## config.mk

```make
export PLATFORM = sky130hd
export DESIGN_NAME = ahc_top
export DESIGN_NICKNAME = d
export VERILOG_FILES = /design/src/verilog/ahc_magnitude.v /design/src/verilog/ahc_top.v
export VERILOG_INCLUDE_DIRS = /design/src /design/src/verilog
export SDC_FILE = /design/constraint.sdc
export NUM_CORES = 2
export LEC_CHECK = 0
export ABC_AREA = 1
export ABC_CLOCK_PERIOD_IN_PS = 9120
export BUFFER_PORTS_ARGS = -buffer_cell sky130_fd_sc_hd__buf_2
export CAP_MARGIN = 40
export CORE_ASPECT_RATIO = 0.8
export CORE_MARGIN = 3
export CORE_UTILIZATION = 50
export CTS_CLUSTER_SIZE = 20
export DETAILED_ROUTE_END_ITERATION = 8
export GPL_TIMING_DRIVEN = 0
export PLACE_DENSITY_LB_ADDON = 0.12
export SLEW_MARGIN = 30
export SYNTH_ARGS = -nofsm -noshare
export SYNTH_HDL_FRONTEND = slang
export SYNTH_HIERARCHICAL = 1
export SYNTH_SLANG_ARGS = --single-unit
export TNS_END_PERCENT = 30
```

## constraint.sdc

```tcl
create_clock -name clock -period 9.12 [get_ports clock]
set_input_delay 1.824 -clock clock [delete_from_list [all_inputs] [get_ports clock]]
set_output_delay 1.824 -clock clock [all_outputs]
set_load 0.02 [all_outputs]
```

## src/verilog/ahc_defines.vh

```
`ifndef AHC_DEFINES_VH
`define AHC_DEFINES_VH

// Register map of the device's internal address space.
`define AHC_ADDR_X_LOW        8'h04
`define AHC_ADDR_X_HIGH       8'h05
`define AHC_ADDR_Y_LOW        8'h06
`define AHC_ADDR_Y_HIGH       8'h07
`define AHC_ADDR_Z_LOW        8'h08
`define AHC_ADDR_Z_HIGH       8'h09
`define AHC_ADDR_CONFIG       8'h19
`define AHC_ADDR_MAG_LOW      8'h32
`define AHC_ADDR_MAG_HIGH     8'h33
`define AHC_CONFIG_RESET      8'h00
`define AHC_CONFIG_WMASK      8'h1f

// Field positions of the sensor output and shutdown configuration register.
`define AHC_BIT_MAG_EN        4
`define AHC_BIT_X_SKIP        3
`define AHC_BIT_Y_SKIP        2
`define AHC_BIT_Z_SKIP        1
`define AHC_BIT_HIBERNATE     0

// Detector source code that selects the magnitude result.
`define AHC_DET_SRC_MAG       2'h1

// Power states.
`define AHC_PWR_STANDBY       2'h0
`define AHC_PWR_ACTIVE        2'h1
`define AHC_PWR_HIBERNATE     2'h2
`define AHC_PWR_BOOT          2'h3

// Internal boot delay in clock cycles.
`define AHC_BOOT_CYCLES       16'd1000

`endif

```

## src/verilog/ahc_magnitude.v

```verilog
`timescale 1ns/1ps
module ahc_magnitude (
    // Clock and reset
    input  wire        clock,
    input  wire        rst,
    // Control
    input  wire        start,
    input  wire [11:0] x_in,
    input  wire [11:0] y_in,
    input  wire [11:0] z_in,
    // Result
    output reg         done_ff,
    output reg  [11:0] mag_ff
);

    // Square root of the sum of squares by the digit-by-digit method.
    // One result bit per cycle keeps area small; twelve cycles per sample.
    function [23:0] sq;
        input [11:0] v;
        reg   [11:0] a;
        begin
            a  = v[11] ? (~v + 12'h001) : v;
            sq = a * a;
        end
    endfunction

    reg  [25:0] rem_ff;
    reg  [11:0] root_ff;
    reg  [3:0]  cnt_ff;
    reg         busy_ff;

    always @(posedge clock or posedge rst) begin
        if (rst) begin
            rem_ff  <= 26'h0;
            root_ff <= 12'h000;
            cnt_ff  <= 4'h0;
            busy_ff <= 1'b0;
            done_ff <= 1'b0;
            mag_ff  <= 12'h000;
        end else begin
            done_ff <= 1'b0;
            if (start && !busy_ff) begin
                rem_ff  <= {2'h0, sq(x_in)} + {2'h0, sq(y_in)} + {2'h0, sq(z_in)};
                root_ff <= 12'h000;
                cnt_ff  <= 4'hc;
                busy_ff <= 1'b1;
            end else if (busy_ff) begin
                if (({14'h0, root_ff | (12'h001 << (cnt_ff - 4'h1))} *
                     {14'h0, root_ff | (12'h001 << (cnt_ff - 4'h1))}) <= rem_ff)
                    root_ff <= root_ff | (12'h001 << (cnt_ff - 4'h1));
                cnt_ff <= cnt_ff - 4'h1;
                if (cnt_ff == 4'h1) begin
                    busy_ff <= 1'b0;
                    done_ff <= 1'b1;
                    if (({14'h0, root_ff | 12'h001} * {14'h0, root_ff | 12'h001}) <= rem_ff)
                        mag_ff <= root_ff | 12'h001;
                    else
                        mag_ff <= root_ff;
                end
            end
        end
    end

endmodule

```

## src/verilog/ahc_top.v

```verilog
// Summary of operation
// [RULE1] Magnitude enable bit 4 set computes 12-bit magnitude every data cycle; the code computes it only in the active power state.
// [RULE2] Magnitude byte registers join burst reads only while magnitude is enabled.
// [RULE3] Detector source setting 1 feeds the magnitude to the change detector.
// [RULE4] X skip bit 3 drops X registers from burst reads.
// [RULE5] Y skip bit 2 drops Y registers from burst reads.
// [RULE6] Z skip bit 1 drops Z registers from burst reads.
// [RULE7] Skip bits at zero keep the axis in every output mode.
// [RULE8] Hibernate bit zero leaves the wake and sleep power settings in charge.
// [RULE9] Writing hibernate bit one shuts down and clears all register contents; the code does this only with the strap low.
// [RULE10] Strap low: any edge on chip-select/wake pin leaves hibernate.
// [RULE11] Host waits the first boot delay after a wake edge.
// [RULE12] Strap high: motion input high boots straight to active mode.
// [RULE13] Host waits the second boot delay after motion input rises.
// [RULE14] Strap high: motion input low enters hibernate.
// [RULE15] Burst reads step past every excluded result register to the next.
`timescale 1ns/1ps
`include "ahc_defines.vh"
module ahc_top #(
    parameter BOOT_CYCLES = 1000
) (
    // Clock and reset
    input  wire        clock,
    input  wire        rst,
    // Register port
    input  wire        reg_wr,
    input  wire        reg_rd,
    input  wire        reg_burst,
    input  wire [7:0]  reg_addr,
    input  wire [7:0]  reg_wdata,
    output reg  [7:0]  reg_rdata_ff,
    output reg  [7:0]  next_addr_ff,
    // Sample data
    input  wire        odr_tick,
    input  wire        buffered_mode,
    input  wire [11:0] x_data,
    input  wire [11:0] y_data,
    input  wire [11:0] z_data,
    input  wire [1:0]  detector_source,
    input  wire [1:0]  wake_power_setting,
    input  wire [1:0]  sleep_power_setting,
    // Pins
    input  wire        boot_strap_select,
    input  wire        cs_wake_pin,
    input  wire        motion_detect_input,
    // Status
    output reg  [11:0] detector_input_ff,
    output reg         mag_valid_ff,
    output reg  [1:0]  power_state_ff,
    output reg  [1:0]  power_setting_ff,
    output reg         comms_ready_ff,
    output reg  [7:0]  config_ff
);

    reg  [11:0] mag_hold_ff;
    reg  [15:0] boot_cnt_ff;
    reg         cs_level_ff;
    reg         strap_ff;
    reg         strap_seen_ff;
    reg  [1:0]  nxt_power;
    wire        mag_done;
    wire [11:0] mag_val;
    wire        magnitude_calc_enable;
    wire        x_axis_skip;
    wire        y_axis_skip;
    wire        z_axis_skip;
    wire        hib_write;

    assign magnitude_calc_enable = config_ff[`AHC_BIT_MAG_EN];
    assign x_axis_skip           = config_ff[`AHC_BIT_X_SKIP];
    assign y_axis_skip           = config_ff[`AHC_BIT_Y_SKIP];
    assign z_axis_skip           = config_ff[`AHC_BIT_Z_SKIP];
    assign hib_write = reg_wr && reg_addr == `AHC_ADDR_CONFIG && reg_wdata[`AHC_BIT_HIBERNATE] &&
                       comms_ready_ff && !strap_ff;

    // Tells whether an address is a result register left out of burst reads.
    function excluded;
        input [7:0] a;
        input [4:0] c;
        begin
            excluded = 1'b0;
            // [RULE4] X skip check.
            if ((a == `AHC_ADDR_X_LOW || a == `AHC_ADDR_X_HIGH) && c[`AHC_BIT_X_SKIP])
                excluded = 1'b1;
            // [RULE5] Y skip check.
            if ((a == `AHC_ADDR_Y_LOW || a == `AHC_ADDR_Y_HIGH) && c[`AHC_BIT_Y_SKIP])
                excluded = 1'b1;
            // [RULE6] Z skip check.
            if ((a == `AHC_ADDR_Z_LOW || a == `AHC_ADDR_Z_HIGH) && c[`AHC_BIT_Z_SKIP])
                excluded = 1'b1;
            // [RULE2] Magnitude bytes need enable.
            if ((a == `AHC_ADDR_MAG_LOW || a == `AHC_ADDR_MAG_HIGH) && !c[`AHC_BIT_MAG_EN])
                excluded = 1'b1;
        end
    endfunction

    // Next burst address; at most six excluded registers can sit in a row.
    function [7:0] step_addr;
        input [7:0] a;
        input [4:0] c;
        reg   [7:0] n;
        integer     i;
        begin
            n = a + 8'h01;
            for (i = 0; i < 7; i = i + 1) begin
                if (excluded(n, c))
                    n = n + 8'h01;
            end
            step_addr = n;
        end
    endfunction

    // [RULE1] Magnitude runs only when enabled.
    ahc_magnitude u_mag (
        .clock   (clock),
        .rst     (rst),
        .start   (odr_tick && magnitude_calc_enable && power_state_ff == `AHC_PWR_ACTIVE),
        .x_in    (x_data),
        .y_in    (y_data),
        .z_in    (z_data),
        .done_ff (mag_done),
        .mag_ff  (mag_val)
    );

    // Power state decisions.
    always @* begin
        nxt_power = power_state_ff;
        case (power_state_ff)
            `AHC_PWR_STANDBY, `AHC_PWR_ACTIVE: begin
                if (strap_ff) begin
                    // [RULE14] Motion low hibernates.
                    if (!motion_detect_input)
                        nxt_power = `AHC_PWR_HIBERNATE;
                end else if (hib_write) begin
                    // [RULE9] Hibernate command.
                    nxt_power = `AHC_PWR_HIBERNATE;
                end else if (power_state_ff == `AHC_PWR_STANDBY && wake_power_setting != 2'h0) begin
                    nxt_power = `AHC_PWR_ACTIVE;
                end
            end
            `AHC_PWR_HIBERNATE: begin
                // [RULE10] Either edge wakes.
                if (!strap_ff && cs_wake_pin != cs_level_ff)
                    nxt_power = `AHC_PWR_BOOT;
                // [RULE12] Motion high boots.
                if (strap_ff && motion_detect_input)
                    nxt_power = `AHC_PWR_BOOT;
            end
            `AHC_PWR_BOOT: begin
                if (boot_cnt_ff == 16'h0001)
                    nxt_power = strap_ff ? `AHC_PWR_ACTIVE : `AHC_PWR_STANDBY;
            end
            default: nxt_power = `AHC_PWR_STANDBY;
        endcase
    end

    always @(posedge clock or posedge rst) begin
        if (rst) begin
            power_state_ff    <= `AHC_PWR_BOOT;
            // The full boot delay also runs after reset, so the strap is caught before boot ends.
            boot_cnt_ff       <= BOOT_CYCLES[15:0];
            strap_ff          <= 1'b0;
            strap_seen_ff     <= 1'b0;
            cs_level_ff       <= 1'b1;
            config_ff         <= `AHC_CONFIG_RESET;
            reg_rdata_ff      <= 8'h00;
            next_addr_ff      <= 8'h00;
            mag_hold_ff       <= 12'h000;
            mag_valid_ff      <= 1'b0;
            detector_input_ff <= 12'h000;
            power_setting_ff  <= 2'h0;
            comms_ready_ff    <= 1'b0;
        end else begin
            // The strap is caught once after reset release.
            if (!strap_seen_ff) begin
                strap_ff      <= boot_strap_select;
                strap_seen_ff <= 1'b1;
            end
            power_state_ff <= nxt_power;
            // [RULE10] Remember wake level.
            if (nxt_power == `AHC_PWR_HIBERNATE && power_state_ff != `AHC_PWR_HIBERNATE)
                cs_level_ff <= cs_wake_pin;
            if (nxt_power == `AHC_PWR_BOOT && power_state_ff != `AHC_PWR_BOOT)
                boot_cnt_ff <= BOOT_CYCLES[15:0];
            else if (boot_cnt_ff != 16'h0000)
                boot_cnt_ff <= boot_cnt_ff - 16'h0001;
            // [RULE11] Ready only after boot delay.
            comms_ready_ff <= nxt_power == `AHC_PWR_STANDBY || nxt_power == `AHC_PWR_ACTIVE;

            // Clearing on the entry edge keeps the hibernate write itself from ever landing.
            // [RULE9] Contents lost on shutdown.
            if (nxt_power == `AHC_PWR_HIBERNATE || power_state_ff == `AHC_PWR_HIBERNATE) begin
                config_ff    <= `AHC_CONFIG_RESET;
                mag_hold_ff  <= 12'h000;
                mag_valid_ff <= 1'b0;
            end else begin
                if (reg_wr && comms_ready_ff && reg_addr == `AHC_ADDR_CONFIG)
                    config_ff <= reg_wdata & `AHC_CONFIG_WMASK;
                if (mag_done) begin
                    mag_hold_ff  <= mag_val;
                    mag_valid_ff <= 1'b1;
                end
                if (!magnitude_calc_enable)
                    mag_valid_ff <= 1'b0;
            end

            // [RULE3] Detector source select.
            if (detector_source == `AHC_DET_SRC_MAG)
                detector_input_ff <= mag_hold_ff;
            else
                detector_input_ff <= x_data;

            // [RULE8] Wake setting applies in active on a data tick, sleep setting in standby.
            if (power_state_ff == `AHC_PWR_ACTIVE)
                power_setting_ff <= odr_tick ? wake_power_setting : power_setting_ff;
            else if (power_state_ff == `AHC_PWR_STANDBY)
                power_setting_ff <= sleep_power_setting;

            if (reg_rd && comms_ready_ff) begin
                case (reg_addr)
                    `AHC_ADDR_CONFIG:    reg_rdata_ff <= config_ff;
                    `AHC_ADDR_X_LOW:     reg_rdata_ff <= x_data[7:0];
                    `AHC_ADDR_X_HIGH:    reg_rdata_ff <= {4'h0, x_data[11:8]};
                    `AHC_ADDR_Y_LOW:     reg_rdata_ff <= y_data[7:0];
                    `AHC_ADDR_Y_HIGH:    reg_rdata_ff <= {4'h0, y_data[11:8]};
                    `AHC_ADDR_Z_LOW:     reg_rdata_ff <= z_data[7:0];
                    `AHC_ADDR_Z_HIGH:    reg_rdata_ff <= {4'h0, z_data[11:8]};
                    `AHC_ADDR_MAG_LOW:   reg_rdata_ff <= mag_hold_ff[7:0];
                    `AHC_ADDR_MAG_HIGH:  reg_rdata_ff <= {4'h0, mag_hold_ff[11:8]};
                    default:             reg_rdata_ff <= 8'h00;
                endcase
                // [RULE15] Skip excluded results. [RULE7] Zero bits keep axes in any mode.
                if (reg_burst)
                    next_addr_ff <= step_addr(reg_addr, config_ff[4:0]);
                else
                    next_addr_ff <= reg_addr + 8'h01;
            end
        end
    end

endmodule

```

After elaboration in Yosys (flattened, before gate mapping)
Cells that the tools add are included.
{"block": "word_totals", "register_bits": 129, "elab_cells": 316, "input_bits": 68, "out_inout_bits": 42}
{"block": "op_classes", "shifts": 1, "n_lt_le_gt_ge": 2, "n_mux": 100, "n_reduce_logical": 90, "multipliers": 5, "add_sub_neg": 15, "eq_ne": 79, "n_bitwise": 5}
{"cell": "$eq 8x3->1 const B", "count": 32}
{"cell": "$mux 8", "count": 22}
{"cell": "$eq 8x4->1 const B", "count": 16}
{"cell": "$eq 8x6->1 const B", "count": 16}
{"cell": "$mul 12x12->24", "count": 5}
{"cell": "$mux 12", "count": 9}
{"cell": "$pmux 8 s9", "count": 1}
{"cell": "$add 8x1->8 const B", "count": 8}
{"cell": "$mux 1", "count": 53}
{"cell": "$le 24x26->1", "count": 2}
{"cell": "$logic_and 1x1->1", "count": 43}
{"cell": "$add 12x1->12 const B", "count": 3}
{"cell": "$not 12->12", "count": 3}
{"cell": "$mux 16", "count": 2}
{"cell": "$logic_or 1x1->1", "count": 30}
{"cell": "$add 26x24->26", "count": 1}
{"cell": "$add 24x24->25", "count": 1}
{"cell": "$mux 2", "count": 10}
{"cell": "$eq 16x1->1 const B", "count": 1}
{"cell": "$reduce_bool 16->1", "count": 1}
{"cell": "$sub 16x1->16 const B", "count": 1}
{"cell": "$reduce_bool 2->1", "count": 7}
{"cell": "$or 12x12->12", "count": 1}
{"cell": "$shl 1x4->12 const A", "count": 1}
{"cell": "other kinds (16)", "count": 28}

Depth between registers and ports, before layout
{"block": "logic_depth", "depth_word": 84, "mapped_depth": 43, "mapped_depth_nobuf": 43}

Modules after synthesis
The synthesis kept the hierarchy.
{"mod": "ahc_magnitude", "cells_each": 3098, "area_per_inst_um2": 24611.1, "seq_area_each_um2": 1401.3, "n_inst": 1}
{"mod": "ahc_top", "cells_each": 646, "area_per_inst_um2": 4674.5, "seq_area_each_um2": 1762.9, "n_inst": 1}

Worst setup path before layout
Ideal clock, no wire load.
{"block": "synth_timing", "path_type": "input port to flip-flop", "startpoint": "input z_data[0]", "endpoint": "register u_mag.rem_ff[17]", "required_ps": 8989, "t_arrival_ps": 8564, "cell_stages": 30, "setup_time_ps": 131, "path_buffers": 0, "slack_ps": 426, "path_cell_list": "inv_2 > ha_1 > inv_1 > nor3_2 > nand3_1 > o21ai_0 > xnor2_1 > nand2_1 > fa_1 > inv_1 > fa_1 > inv_1 > fa_1 > fa_1 > fa_1 > inv_1 > fa_1 > inv_1 > fa_1 > inv_1 > fa_1 > ha_1 > nand2_1 > nor2_1 > and2_1 > nand2_1 > nand3_1 > or2_2 > nand3_1 > o21ai_0"}
{"block": "synth_between", "elab_chain_len": 5}
{"item": "start, declared", "line_no": "ahc_top.v:38", "text": "input wire [11:0] z_data,"}
{"item": "$not 12->12", "line_no": "ahc_magnitude.v:22", "text": "a = v[11] ? (~v + 12'h001) : v;"}
{"item": "$add 12x1->12", "line_no": "ahc_magnitude.v:22"}
{"item": "$mux 12 (*)", "line_no": "ahc_magnitude.v:22"}
{"item": "$mul 12x12->24 (*)", "line_no": "ahc_magnitude.v:23", "text": "sq = a * a;"}
{"item": "$add 26x24->26 (*)", "line_no": "ahc_magnitude.v:43", "text": "rem_ff <= {2'h0, sq(x_in)} + {2'h0, sq(y_in)} + {2'h0, sq(z_in)};"}
{"item": "end signal, assigned", "line_no": "ahc_magnitude.v:43"}
{"item": "end, declared", "line_no": "ahc_magnitude.v:27", "text": "reg [25:0] rem_ff;"}
Every way passes the cells marked *; elsewhere a longest branch is shown, timed or not.
A chain may end at the register's enable or synchronous reset.

Worst setup path in the final report
{"block": "layout_timing", "startpoint": "input x_data[1]", "endpoint": "register u_mag.rem_ff[18]"}
{"block": "layout_between", "elab_chain_len": 6}
{"item": "start, declared", "line_no": "ahc_top.v:36", "text": "input wire [11:0] x_data,"}
{"item": "$not 12->12", "line_no": "ahc_magnitude.v:22"}
{"item": "$add 12x1->12", "line_no": "ahc_magnitude.v:22"}
{"item": "$mux 12 (*)", "line_no": "ahc_magnitude.v:22"}
{"item": "$mul 12x12->24 (*)", "line_no": "ahc_magnitude.v:23"}
{"item": "$add 24x24->25 (*)", "line_no": "ahc_magnitude.v:43"}
{"item": "$add 26x24->26 (*)", "line_no": "ahc_magnitude.v:43"}
Marked as above.

==> impl_metrics.env <==
export IMPL_outcome="finished clean"
export IMPL_crit_arrival_ns=9.17
export IMPL_crit_path_end_kind="flip-flop"
export IMPL_layout_area_overhead_vs_synth_pct=10.1
export IMPL_cts_tree="done"
export IMPL_ant_nets=0
export IMPL_r2r_cells=35
export IMPL_r2r_start="u_mag/cnt_ff[0]"
export IMPL_cts_made_buffers=17
export IMPL_clock_path_buffers=2
export IMPL_relSlewSlack_pct=48.8
export IMPL_die_y_um=222
export IMPL_drt_wirelength_per_cell_um=15.7
export IMPL_min_path_cells=1
export IMPL_grt_max_degree=46
export IMPL_fp_coreArea_sq_um=57300
export IMPL_initial_utilization_pct=51.1
export IMPL_crit_slowest_cell="fa_1"
export IMPL_final_max_slew_violation_count=0
export IMPL_port_buffers=101
export IMPL_grt_usage_pct=24.6
export IMPL_cap_viol_max_count=0
export IMPL_die_area_sq_um=61500
export IMPL_gp_congestion=0.929
export IMPL_cts_hold_buf=0
export IMPL_dp_hpwl_um=63500
export IMPL_layout_nets=4807
export IMPL_grt_pass1_wl_um=122000
export IMPL_grt_met2_usage_pct=37.8
export IMPL_ys_ff_latch=126
export IMPL_use_met3_pct=3.49
export IMPL_drc_errors=0
export IMPL_met1_usage_pct=37.6
export IMPL_fmax_ghz=0.113
export IMPL_crit_fanout=4
export IMPL_ys_seq_area_share_pct=10.8
export IMPL_dr_pass1_iters=6
export IMPL_syn_inst=3744
export IMPL_drt_wl_total_um=73600
export IMPL_synthesis_area_sq_um=29300
export IMPL_htreeDepth=4
export IMPL_die_w_um=277
export IMPL_finalCritPeriodShare_pct=97.2
export IMPL_synthFlopType="dfrtp_1"
export IMPL_pin_count=110
export IMPL_grt_setup_unrepaired="yes"
export IMPL_r2r_end="u_mag/root_ff[6]"
export IMPL_fillers=5503
export IMPL_insertion_delay_ns=0.43
export IMPL_cp_data_required_time_ns=9.42
export IMPL_startpoint="x_data[1]"
export IMPL_vias=23500
export IMPL_rows=78
export IMPL_yosysWarningCount=6
export IMPL_r2r_setup_slack_ns=1.10
export IMPL_synthDistinctLibCells=61
export IMPL_min_path_type="flip-flop to flip-flop"
export IMPL_clkTransAtPathRegs_ns=0.07
export IMPL_synth_edf_count=0
export IMPL_crit_path_start_kind="primary input"
export IMPL_async_flop_share_pct=100
export IMPL_slowest_delay_ns=0.54
export IMPL_whs_ns=0.444
export IMPL_critPathKind="primary input to flip-flop"
export IMPL_max_slew_worst_pin_slew_ns=0.763
export IMPL_antenna_found_initial=2
export IMPL_via_per_inst=5.01
export IMPL_globalRouteOverflowTotal=0
export IMPL_drive_gt1_share_pct=9.50
export IMPL_cts_root_buf="clkbuf_16"
export IMPL_synth_area_per_cell_sq_um=7.82
export IMPL_finalHoldViolCount=0
export IMPL_busiest_layer="met2"
export IMPL_skew_ns=0.0102
export IMPL_hp_start="strap_seen_ff"
export IMPL_min_to="strap_ff"
export IMPL_drt_iter0_markers=1555
export IMPL_cts_sink_count=126
export IMPL_period_minus_slack_ns=8.86
export IMPL_first_global_vias=23500
export IMPL_finalSetupViolCount=0
==> layer usage <==
metal,routed length (um),part of all wire (%),vias up
li1,-,-,11500
met1,35600,48,11400
met2,32200,44,615
met3,4880,6.6,59
met4,996,1.4,0
met5,0,0,-
==> cell usage in the layout (no fill, tap or decap), types with 28 or more instances in the layout <==
| cell | n |
|---|---|
| inv_1 | 1056 |
| ha_1 | 317 |
| nand3_1 | 129 |
| buf_2 | 117 |
| a21oi_1 | 103 |
| nand2_2 | 31 |
| o21ai_0 | 134 |
| xor2_1 | 35 |
| dfrtp_1 | 117 |
| nor2_1 | 253 |
| buf_4 | 33 |
| nand4_1 | 31 |
| conb_1 | 28 |
| nand2_1 | 679 |
| clkbuf_1 | 31 |
| fa_1 | 479 |
| xnor2_1 | 35 |
==> cell usage after synthesis (7+ instances only) <==
cell type	instances	area share (%)
o21ai_0	141	2.4
a31oi_1	10	0.21
o211ai_1	9	0.23
nor3_1	30	0.51
buf_2	15	0.26
dfstp_2	9	0.81
a21oi_1	109	1.9
fa_1	486	33
nand3_2	7	0.24
dfrtp_1	117	10
nand2_2	20	0.43
inv_1	1066	14
ha_1	329	14
clkbuf_1	34	0.44
xnor2_1	36	1.1
nand3b_1	11	0.28
inv_2	17	0.22
xor2_1	36	1.1
nand3_1	131	2.2
nand4_1	31	0.66
nor4_1	7	0.15
a21o_1	9	0.23
nor2_1	273	3.5
nand2_1	696	8.9
o21ai_1	10	0.17
o22ai_1	10	0.21
a221oi_1	9	0.27
or2_2	10	0.21
==> cell families (layout without fill, tap and decap cells) <==
logic type / after synthesis / after routing / synth area share [%]
DFF: 126 / 126 / 10.8
and+or+nand+nor: 1246 / 1246 / 18.2
muxes: 2 / 2 / 0.0769
adders and majority gates: 815 / 815 / 47.3
AOI/OAI and AO/OA: 333 / 333 / 6.32
xor gates and xnor gates: 76 / 76 / 2.45
buffers and inverters: 1142 / 1311 / 14.8
other: 4 / 30 / 0.0513
==> cell type report <==
class                           instances  area [sq um]  share of cell area, %
Clock inverter                         15           198                  0.613
Antenna cell                            2          5.00                 0.0155
Buffer                                 57           272                  0.842
Timing Repair Buffer                  137           835                   2.59
Inverter                             1085          4120                   12.8
Clock buffer                           17           425                   1.32
Tap cell                              760           951                   2.95
Sequential cell                       126          3160                   9.81
Multi-Input combinational cell       2500         22300                   69.1
==> registers in the layout, indices dropped and copies added, names as in the netlist <==
name	cells
u_mag/rem_ff	26
boot_cnt_ff	16
detector_input_ff	12
mag_hold_ff	12
u_mag/mag_ff	12
u_mag/root_ff	12
next_addr_ff	8
reg_rdata_ff	8
config_ff	5
u_mag/cnt_ff	4
power_setting_ff	2
power_state_ff	2
comms_ready_ff	1
cs_level_ff	1
mag_valid_ff	1
strap_ff	1
strap_seen_ff	1
u_mag/busy_ff	1
u_mag/done_ff	1
==> what timing repair did <==
action / CTS / global route
endpoints found under the setup margin: 16 / 17
pin swaps: 2 / 16
setup buffers: 3 / 27
gates resized for setup: 30 / 99
endpoints found under the hold margin: 0 / 0
==> worst max-delay path: cells and delay by family <==
| family | cells | cell delay, ns |
|---|---|---|
| AO/OA/AOI/OAI | 3 | 0.34 |
| buffers and inverters | 11 | 1.11 |
| AND/OR/NAND/NOR | 12 | 1.35 |
| adder cells (fa/ha/maj) | 10 | 4.53 |
==> worst max path at each step <==
stage / end / slack, ns
global placement: u_mag/rem_ff[20] / -0.90
floorplan: u_mag/rem_ff[17] / 0.43
detailed placement: u_mag/rem_ff[17] / -0.85
global route: u_mag/rem_ff[22] / -0.07
CTS: u_mag/rem_ff[18] / 0.01
finish: u_mag/rem_ff[18] / 0.26
==> through the flow <==
step	worst slack (ns)	std cells	instance area, sq um	util, %	setup TNS [ns]
floorplan	0.426	3768	29400	-	0
global placement	-0.901	4629	30800	53.8	-12.90
detailed placement	-0.853	4634	30900	54.0	-11.43
CTS	0.0114	4669	31700	55.3	0
global route	-0.0739	4699	32300	56.3	-0.253
finish	0.256	4699	32300	56.3	0
Power is left out: the tool's default activity adds up to more than one toggle a clock period on the data nets, which glitch-free logic cannot reach.
